`config.mk`:
```
export PLATFORM = sky130hd
export DESIGN_NAME = amecr_regs
export DESIGN_NICKNAME = d
export VERILOG_FILES = /design/src/amecr_pkg.sv /design/src/amecr_regs.sv
export SDC_FILE = /design/constraint.sdc
export NUM_CORES = 1
export LEC_CHECK = 0
export ABC_CLOCK_PERIOD_IN_PS = 4100
export BUFFER_PORTS_ARGS = -buffer_cell sky130_fd_sc_hd__buf_2
export CAP_MARGIN = 15
export CORE_ASPECT_RATIO = 1.5
export CORE_MARGIN = 3
export CORE_UTILIZATION = 29
export CTS_BUF_LIST = sky130_fd_sc_hd__clkbuf_8
export CTS_CLUSTER_DIAMETER = 30
export CTS_CLUSTER_SIZE = 40
export DETAILED_ROUTE_END_ITERATION = 10
export GPL_ROUTABILITY_DRIVEN = 0
export HOLD_SLACK_MARGIN = 0.12
export PLACE_DENSITY_LB_ADDON = 0.12
export SLEW_MARGIN = 20
export SYNTH_ARGS = -nofsm -noshare
export SYNTH_HDL_FRONTEND = slang
export SYNTH_SLANG_ARGS = --single-unit
```
`constraint.sdc`:
```
create_clock -name aclk -period 4.1 [get_ports aclk]
set_input_delay 0.82 -clock aclk [delete_from_list [all_inputs] [get_ports aclk]]
set_output_delay 0.82 -clock aclk [all_outputs]
set_load 0.01 [all_outputs]
```
`src/amecr_pkg.sv`:
```
/*
 * Constants and carrier types for the headphone and host-override register bank.
 * Assumes an AXI4-Lite slave with 32-bit data and byte addresses.
 */
`default_nettype none
package amecr_pkg;
    // printed offsets are register indexes; byte address is four times the index
    localparam logic [7:0]  HP_CFG_INDEX      = 8'h35;
    localparam logic [7:0]  OVR_INDEX         = 8'h3D;
    localparam logic [11:0] HP_CFG_ADDR       = {2'h0, HP_CFG_INDEX, 2'h0};
    localparam logic [11:0] OVR_ADDR          = {2'h0, OVR_INDEX, 2'h0};
    localparam int          ADDR_W            = 12;
    // headphone configuration fields
    localparam int          HP_TEST_BIT       = 7;
    localparam int          HP_LINL_DIFF_BIT  = 4;
    localparam int          HP_MIC_SUPPLY_PIN_DCOFF_BIT = 3;
    localparam int          HP_DELAY_MUX_BIT  = 2;
    localparam int          HEADPHONE_OUTPUT_MODE_ALIAS_BIT       = 1;
    localparam int          HP_PDN_EN_BIT     = 0;
    localparam logic [7:0]  HP_CFG_MASK       = 8'h9F;
    localparam logic [7:0]  HP_CFG_RESET      = 8'h80;
    // override fields
    localparam int          OVR_RSVD_BIT      = 7;
    localparam int          OVR_LIN_MUTE_BIT  = 5;
    localparam int          OVR_MIX_EN_BIT    = 4;
    localparam int          OVR_MON_BIT       = 3;
    localparam int          OVR_PBO_BIT       = 2;
    localparam int          OVR_MICL_BIT      = 1;
    localparam int          OVR_MICR_BIT      = 0;
    localparam logic [7:0]  OVR_MASK          = 8'hBF;
    localparam logic [7:0]  OVR_RESET         = 8'h00;
    // start-up hold of the output mux selection
    localparam int          MUX_DELAY_US      = 100;
    localparam int          CLK_MHZ           = 50;
    localparam int          MUX_DELAY_CYC     = MUX_DELAY_US * CLK_MHZ;
    localparam logic [1:0]  RESP_OKAY         = 2'h0;
    localparam logic [1:0]  RESP_SLVERR       = 2'h2;

    typedef enum logic [0:0] {
        AMECR_ST_WAIT = 1'h0,
        AMECR_ST_RUN  = 1'h1
    } amecr_start_t;

    typedef struct packed {
        logic       left_line_amp_on;
        logic       mic_discharge_on;
        logic [1:0] hp_mux_sel;
        logic       hp_differential;
        logic       hp_right_only;
        logic       serial_power_down;
        logic       line_in_mute;
        logic       mixer_force_on;
        logic       monitor_mode;
        logic       playback_mode;
        logic       left_mic_mute;
        logic       right_mic_mute;
    } amecr_ctl_t;

    typedef struct packed {
        logic         awready;
        logic         wready;
        logic         aw_held;
        logic         w_held;
        logic [11:0]  aw_addr;
        logic [31:0]  w_data;
        logic [3:0]   w_strb;
        logic         bvalid;
        logic [1:0]   bresp;
        logic         arready;
        logic         rvalid;
        logic [31:0]  rdata;
        logic [1:0]   rresp;
        logic [7:0]   headphone_misc_config;
        logic [7:0]   host_mode_override;
        amecr_start_t start_st;
        logic [31:0]  start_cnt;
        logic [2:0]   pin_sync;
        logic [2:0]   pin_meta;
        amecr_ctl_t   ctl;
    } amecr_state_t;
endpackage : amecr_pkg
`default_nettype wire

```
`src/amecr_regs.sv`:
```
/*
 * Headphone configuration and host mode-override registers with their control outputs.
 * Assumes an AXI4-Lite master on aclk and asynchronous analog-side status pins.
 */
`timescale 1ns/100ps
`default_nettype none
module amecr_regs
    import amecr_pkg::*;
#(
    parameter int MUX_DELAY = MUX_DELAY_CYC
) (
    // clock and reset
    input  wire logic        aclk,
    input  wire logic        aresetn,
    input  wire logic        clk_en,
    // axi4-lite write
    input  wire logic [11:0] s_axi_awaddr,
    input  wire logic        s_axi_awvalid,
    output var  logic        s_axi_awready,
    input  wire logic [31:0] s_axi_wdata,
    input  wire logic [3:0]  s_axi_wstrb,
    input  wire logic        s_axi_wvalid,
    output var  logic        s_axi_wready,
    output var  logic [1:0]  s_axi_bresp,
    output var  logic        s_axi_bvalid,
    input  wire logic        s_axi_bready,
    // axi4-lite read
    input  wire logic [11:0] s_axi_araddr,
    input  wire logic        s_axi_arvalid,
    output var  logic        s_axi_arready,
    output var  logic [31:0] s_axi_rdata,
    output var  logic [1:0]  s_axi_rresp,
    output var  logic        s_axi_rvalid,
    input  wire logic        s_axi_rready,
    // analog-side inputs
    input  wire logic [1:0]  stored_output_mux_select,
    input  wire logic        mic_supply_off,
    input  wire logic        power_hold_bit,
    // control outputs
    output var  amecr_ctl_t  ctl
);
    amecr_state_t s;
    amecr_state_t next_s;

    function automatic logic [7:0] merge8(input logic [7:0] old, input logic [31:0] d,
                                          input logic [3:0] st, input logic [7:0] m);
        merge8 = st[0] ? (d[7:0] & m) : old;
    endfunction : merge8

    always_comb begin
        logic       wr_go;
        logic       rd_hit;
        logic [7:0] rd_byte;
        logic       mux_ok;
        wr_go   = 1'b0;
        rd_hit  = 1'b0;
        rd_byte = 8'h00;
        mux_ok  = 1'b0;
        next_s  = s;
        next_s.pin_meta = {power_hold_bit, mic_supply_off, 1'b0};
        next_s.pin_sync = s.pin_meta;

        // write: address and data taken in either order, response after both
        if (s_axi_awvalid && s.awready) begin
            next_s.aw_held = 1'b1;
            next_s.aw_addr = s_axi_awaddr;
            next_s.awready = 1'b0;
        end
        if (s_axi_wvalid && s.wready) begin
            next_s.w_held = 1'b1;
            next_s.w_data = s_axi_wdata;
            next_s.w_strb = s_axi_wstrb;
            next_s.wready = 1'b0;
        end
        wr_go = s.aw_held && s.w_held && !s.bvalid;
        if (wr_go) begin
            next_s.aw_held = 1'b0;
            next_s.w_held  = 1'b0;
            next_s.bvalid  = 1'b1;
            next_s.bresp   = RESP_OKAY;
            // bit 7 is stored as written; keeping it alone is software's duty
            if (s.aw_addr == HP_CFG_ADDR) begin
                next_s.headphone_misc_config =
                    merge8(s.headphone_misc_config, s.w_data, s.w_strb, HP_CFG_MASK);
            end else if (s.aw_addr == OVR_ADDR) begin
                next_s.host_mode_override =
                    merge8(s.host_mode_override, s.w_data, s.w_strb, OVR_MASK);
            end else begin
                next_s.bresp = RESP_SLVERR;
            end
        end
        if (s.bvalid && s_axi_bready) begin
            next_s.bvalid  = 1'b0;
            next_s.awready = 1'b1;
            next_s.wready  = 1'b1;
        end

        // read: one cycle from address to data
        if (s_axi_arvalid && s.arready) begin
            rd_hit = 1'b1;
            next_s.arready = 1'b0;
            next_s.rvalid  = 1'b1;
            next_s.rresp   = RESP_OKAY;
            if (s_axi_araddr == HP_CFG_ADDR) begin
                rd_byte = s.headphone_misc_config;
            end else if (s_axi_araddr == OVR_ADDR) begin
                rd_byte = s.host_mode_override;
            end else begin
                next_s.rresp = RESP_SLVERR;
            end
            next_s.rdata = {24'h000000, rd_byte};
        end
        if (s.rvalid && s_axi_rready && !rd_hit) begin
            next_s.rvalid  = 1'b0;
            next_s.arready = 1'b1;
        end

        // start-up hold of the stored mux selection to let external parts charge
        // the window always runs after reset, so software can still set the delay bit inside it
        case (s.start_st)
            AMECR_ST_WAIT: begin
                mux_ok = !s.headphone_misc_config[HP_DELAY_MUX_BIT];
                if (s.start_cnt >= 32'(MUX_DELAY - 1)) begin
                    next_s.start_st = AMECR_ST_RUN;
                end else begin
                    next_s.start_cnt = s.start_cnt + 32'h00000001;
                end
            end
            AMECR_ST_RUN:  mux_ok = 1'b1;
            default:       next_s.start_st = AMECR_ST_RUN;
        endcase

        next_s.ctl.hp_mux_sel = mux_ok ? stored_output_mux_select : 2'h0;
        next_s.ctl.hp_differential = s.headphone_misc_config[HEADPHONE_OUTPUT_MODE_ALIAS_BIT];
        next_s.ctl.hp_right_only   = s.headphone_misc_config[HEADPHONE_OUTPUT_MODE_ALIAS_BIT];
        next_s.ctl.left_line_amp_on = s.headphone_misc_config[HEADPHONE_OUTPUT_MODE_ALIAS_BIT]
                                      & s.headphone_misc_config[HP_LINL_DIFF_BIT];
        next_s.ctl.mic_discharge_on = s.pin_sync[1]
                                      & ~s.headphone_misc_config[HP_MIC_SUPPLY_PIN_DCOFF_BIT];
        next_s.ctl.serial_power_down = s.pin_sync[2]
                                       & s.headphone_misc_config[HP_PDN_EN_BIT];
        next_s.ctl.line_in_mute   = s.host_mode_override[OVR_LIN_MUTE_BIT];
        next_s.ctl.mixer_force_on = s.host_mode_override[OVR_MIX_EN_BIT];
        next_s.ctl.monitor_mode   = s.host_mode_override[OVR_MON_BIT];
        next_s.ctl.playback_mode  = s.host_mode_override[OVR_PBO_BIT];
        next_s.ctl.left_mic_mute  = s.host_mode_override[OVR_MICL_BIT];
        next_s.ctl.right_mic_mute = s.host_mode_override[OVR_MICR_BIT];
    end

    always_ff @(posedge aclk) begin
        if (!aresetn) begin
            s <= '0;
            s.awready <= 1'b1;
            s.wready  <= 1'b1;
            s.arready <= 1'b1;
            s.headphone_misc_config <= HP_CFG_RESET;
            s.host_mode_override    <= OVR_RESET;
            s.start_st <= AMECR_ST_WAIT;
        end else if (clk_en) begin
            s <= next_s;
        end
    end

    assign s_axi_awready = s.awready;
    assign s_axi_wready  = s.wready;
    assign s_axi_bvalid  = s.bvalid;
    assign s_axi_bresp   = s.bresp;
    assign s_axi_arready = s.arready;
    assign s_axi_rvalid  = s.rvalid;
    assign s_axi_rdata   = s.rdata;
    assign s_axi_rresp   = s.rresp;
    assign ctl           = s.ctl;
endmodule : amecr_regs
`default_nettype wire

```
[Word level (Yosys, flattened, before mapping)]
Cells that the tools add are included.
Storage, ports and cells
  bits of input ports: 72
  output and inout port bits: 54
  bits in registers: 102
  word-level logic and storage cells: 95
Operators by class
  multiplexer cells: 22
  $lt $le $gt $ge: 1
  bitwise operators: 7
  reduce and logical (&&, ||, !) cells: 30
  equal/unequal tests: 4
  $add $sub $neg: 1
Operators with widths (number)
  $eq A12 B8 Y1 const B: 4
  $mux W36: 1
  $mux W33: 1
  $add A32 B1 Y32 const B: 1
  $ge A32 B13 Y1 const B: 1
  $mux W32: 1
  $reduce_and A2 Y1: 10
  $mux W2: 8
  $mux W8: 2
  $reduce_bool A2 Y1: 6
  $logic_and A1 B1 Y1: 8
  $mux W1: 7
  $reduce_and A5 Y1: 1
  $not A1 Y1: 4
  $reduce_and A4 Y1: 1
  $and A1 B1 Y1: 3
  $logic_not A1 Y1: 3
  $mux W3: 1
  $reduce_and A3 Y1: 1
  $pmux W1 S2: 1

[Longest topological paths before layout]
  word-level depth: 6
  depth in mapped cells: 8
  depth with buffers taken out: 6

[Worst setup path after synthesis]
OpenSTA, ideal clock, no wires.
  path kind: input to register
  start: in clk_en
  end: reg s[59] in the netlist's numbering
  path slack: 1.776 ns
  buffers on the path: 1
  data required time: 3.972 ns
  setup time: 0.128 ns
  stages: 6
  arrival time: 2.196 ns
  cells stage by stage: buf_2 > nand4b_1 > or2_2 > nor3_2 > mux2i_1 > nor2_1
On the way
  longest elaborated chain between the ends: 1
Ends and longest elaborated chain
  from (decl): RTL line amecr_regs.sv:15  | input wire logic clk_en,
  $reduce_and A5 Y1 (no source line)
  to (signal assigned): RTL line amecr_regs.sv:160  | s <= next_s;
  to (decl): RTL line amecr_regs.sv:42  | amecr_state_t s;
No other way between the ends.
A chain may end at the register's enable or synchronous reset.

[Worst setup path after layout]
  start: in clk_en
  end: reg s, in the netlist next_s[4]
The elaborated chain is that of the path after synthesis.

==> metrics.txt <==
total power=0.00174 W; power per cell area=387 nW/um^2; min Tclk post-route=2.39 ns; post-DR vias/cell=4.60; setup TNS=0 ns; clk_lat worst skew=0.36 ns; Worst path max stage delay=0.66 ns; Post-route DRC=0; worst hold path class=reg2reg; Multi-input gate area=1730 um^2; hold slack=0.456 ns; CTS Hold Bufs=0; syn_area_per_cell=8.96 um^2; status=finished, final reports clean; final layout net count=565; crit path max fanout=12; final hold violations=0; Initial Utilization=30.0%; Syn Inst Count=455; antenna violations before repair=0; critical path data arrival time=2.63 ns; Antenna Cells=0; Pre-antenna DRT Iters=4; leakage power=1.82 nW; Top Ports=126; Final setup viols=0; CP endpoint kind=register; yosys warns=0; worst path required time=4.34 ns; maximum vdd drop=170 uV; Rel. slew slack=42.4%; Die Width=103 um; Hold Path Origin=s[150]$_SDFFE_PN0P_; FFs w/ async S/R, synth=0%; Die Ht=151 um; remaining global-route overflow=0; root buf cell=clkbuf_8; MaxCap Viol Count=0; number of distinct library cells after synthesis=40; CTS tree=yes; number of clock sinks=98; top achievable clock speed=419 MHz; worst r2r src=s[25]$_SDFFE_PN0P_; #FFs+latches synth=98; Post-Route WL=8.79 mm; core region area=13600 um^2; H-Tree Depth=3; full die area=15500 um^2; Tightest Pin Transition=0.859 ns; layout cells sized above 1=18.5%; Final Max Tran Viols=0; DP Area=4280 um^2; Detail Placement HPWL=6.36 mm; worst-path cell chain=buf_2 > nand4b_1 > or2_2 > nor3_2 > mux2i_1 > nor2_1; fin crit share=58.3%; routed via count=3029; Buffers & Inverters on Critical Path=1; Cell Area, Synth=4080 um^2; Crit Path Category=in2reg; Final Cell Area=4480 um^2; Largest delay share family, worst path=simple AND/OR/NAND/NOR gates; clk slew on worst S/H paths=0.09 ns; final-layout fill cell count=1472; CP max stage cell=nor3_2; DR iter-0 viols=112; sequential area share after synthesis=48.1%; Fin Clk Skew=0.0102 ns; ys flop type=dfxtp_1; routed len/inst=13.3 um; RSZ-0062 raised after global routing=no; I/O Buffers=70; GRT Overall Usage=11.6%; first-pass GRT wire length=14.1 mm; post-CTS sizing=0; clk buf depth=2; Synth-to-Final Area Change=9.98%; Critical Path Start=clk_en; vias in the first global route=2873; pin count of the biggest net entering global routing=38; antenna-violating nets left=0; Post-CTS Setup Inserts=0; row count=52; total CTS buffers=9; CP startpoint kind=input port; Reg area=1960 um^2; number of flops mapped to enable cells by yosys=0
==> cell type report <==
cell class                 count  share of cell area, %
clock buffer                  11                   3.38
timing repair buffer          72                   8.15
tap                          162                   4.52
clock inverter                 5                   1.20
sequential                    98                   43.8
inverter                       4                  0.335
multi-input combinational    307                   38.6
==> per-layer routing <==
| layer | vias up | global-route usage (%) | wire length (um) |
|---|---|---|---|
| li1 | 1544 | - | - |
| met1 | 1406 | 13.7 | 3650 |
| met2 | 70 | 20.4 | 4620 |
| met3 | 9 | 2.67 | 395 |
| met4 | 0 | 4.28 | 125 |
| met5 | - | 0 | 0 |
==> report_power, final <==
group | internal [W] | switching (W) | leakage (nW)
registers | 0.000970 | 0.0000116 | 0.794
logic | 0.0000401 | 0.0000711 | 0.922
clock network | 0.000314 | 0.000329 | 0.109
total | 0.00132 | 0.000411 | 1.82
==> metrics by stage <==
step | utilization [%] | std cells | worst slack (ns)
2_1_floorplan | - | 481 | 1.78
3_3_place_gp | 31.5 | 643 | 1.32
3_5_place_dp | 31.5 | 643 | 1.24
4_1_cts | 33.0 | 659 | 1.71
5_1_grt | 33.0 | 659 | 1.54
6_report | 33.0 | 659 | 1.71
==> Yosys cell counts, types with 7 or more instances <==
cell	count	area share, %
dfxtp_1	98	48
nand2_1	57	5.3
buf_4	49	9.0
nor2_1	43	4.0
a21oi_1	39	4.8
mux2i_1	32	7.9
and2_1	19	2.9
clkbuf_1	17	1.6
nand3_1	15	1.8
nor4_1	9	1.4
nand2b_1	8	1.2
a2bb2oi_1	7	1.5
==> worst reg2reg max path, delay by kind of cell (launching register included) <==
kind	cells	cell delay [ns]
and+or+nand+nor	3	1.45
DFF	1	0.37
AOI/OAI and AO/OA	2	0.29
==> registers in the layout, summed over array words and instances, names as in the netlist <==
| signal | cells |
|---|---|
| ctl | 12 |
| next_s | 9 |
| s | 63 |
| s_axi_arready | 1 |
| s_axi_awready | 1 |
| s_axi_bresp | 1 |
| s_axi_bvalid | 1 |
| s_axi_rdata | 7 |
| s_axi_rresp | 1 |
| s_axi_rvalid | 1 |
| s_axi_wready | 1 |
==> cells by family (layout without fill, tap and decap cells) <==
family / after synthesis / after routing / share of synthesized area [%]
muxes: 32 / 32 / 7.86
and+or+nand+nor: 182 / 182 / 22.2
AOI/OAI and AO/OA: 65 / 65 / 9.67
DFF: 98 / 98 / 48.1
buffers and inverters: 76 / 92 / 11.8
adders and majority gates: 1 / 1 / 0.307
other: 1 / 27 / 0.0920
==> path summary, 6_finish.rpt <==
kind,end,cells past startpoint,slack (ns)
worst min-delay path,s[150]$_SDFFE_PN0P_,2,0.46
worst min register to register,s[150]$_SDFFE_PN0P_,2,0.46
worst max register to register,s[26]$_SDFFE_PN0P_,5,1.91
worst max-delay path,next_s[4]$_SDFFE_PN0P_,6,1.71
==> placed cells by master, fill, tap and decap left out, types with 2 or more instances in the layout <==
cell	instances
o21a_1	3
nor2_1	43
nand4_1	5
nand2b_1	8
mux2i_1	32
buf_4	2
nand3_1	15
or3_1	2
clkbuf_8	11
conb_1	27
or4_1	5
nand4b_1	3
a2bb2oi_1	7
and2_1	19
nand2_1	57
or2_2	2
nor3_1	3
a21o_1	2
inv_1	5
buf_2	70
dfxtp_1	98
nor4bb_1	2
a21oi_1	39
o21ai_0	4
nor3_2	2
o41ai_1	2
nor4_1	9
and3_1	3
o31ai_1	5
No activity file was read; power rests on OpenSTA's default activity.
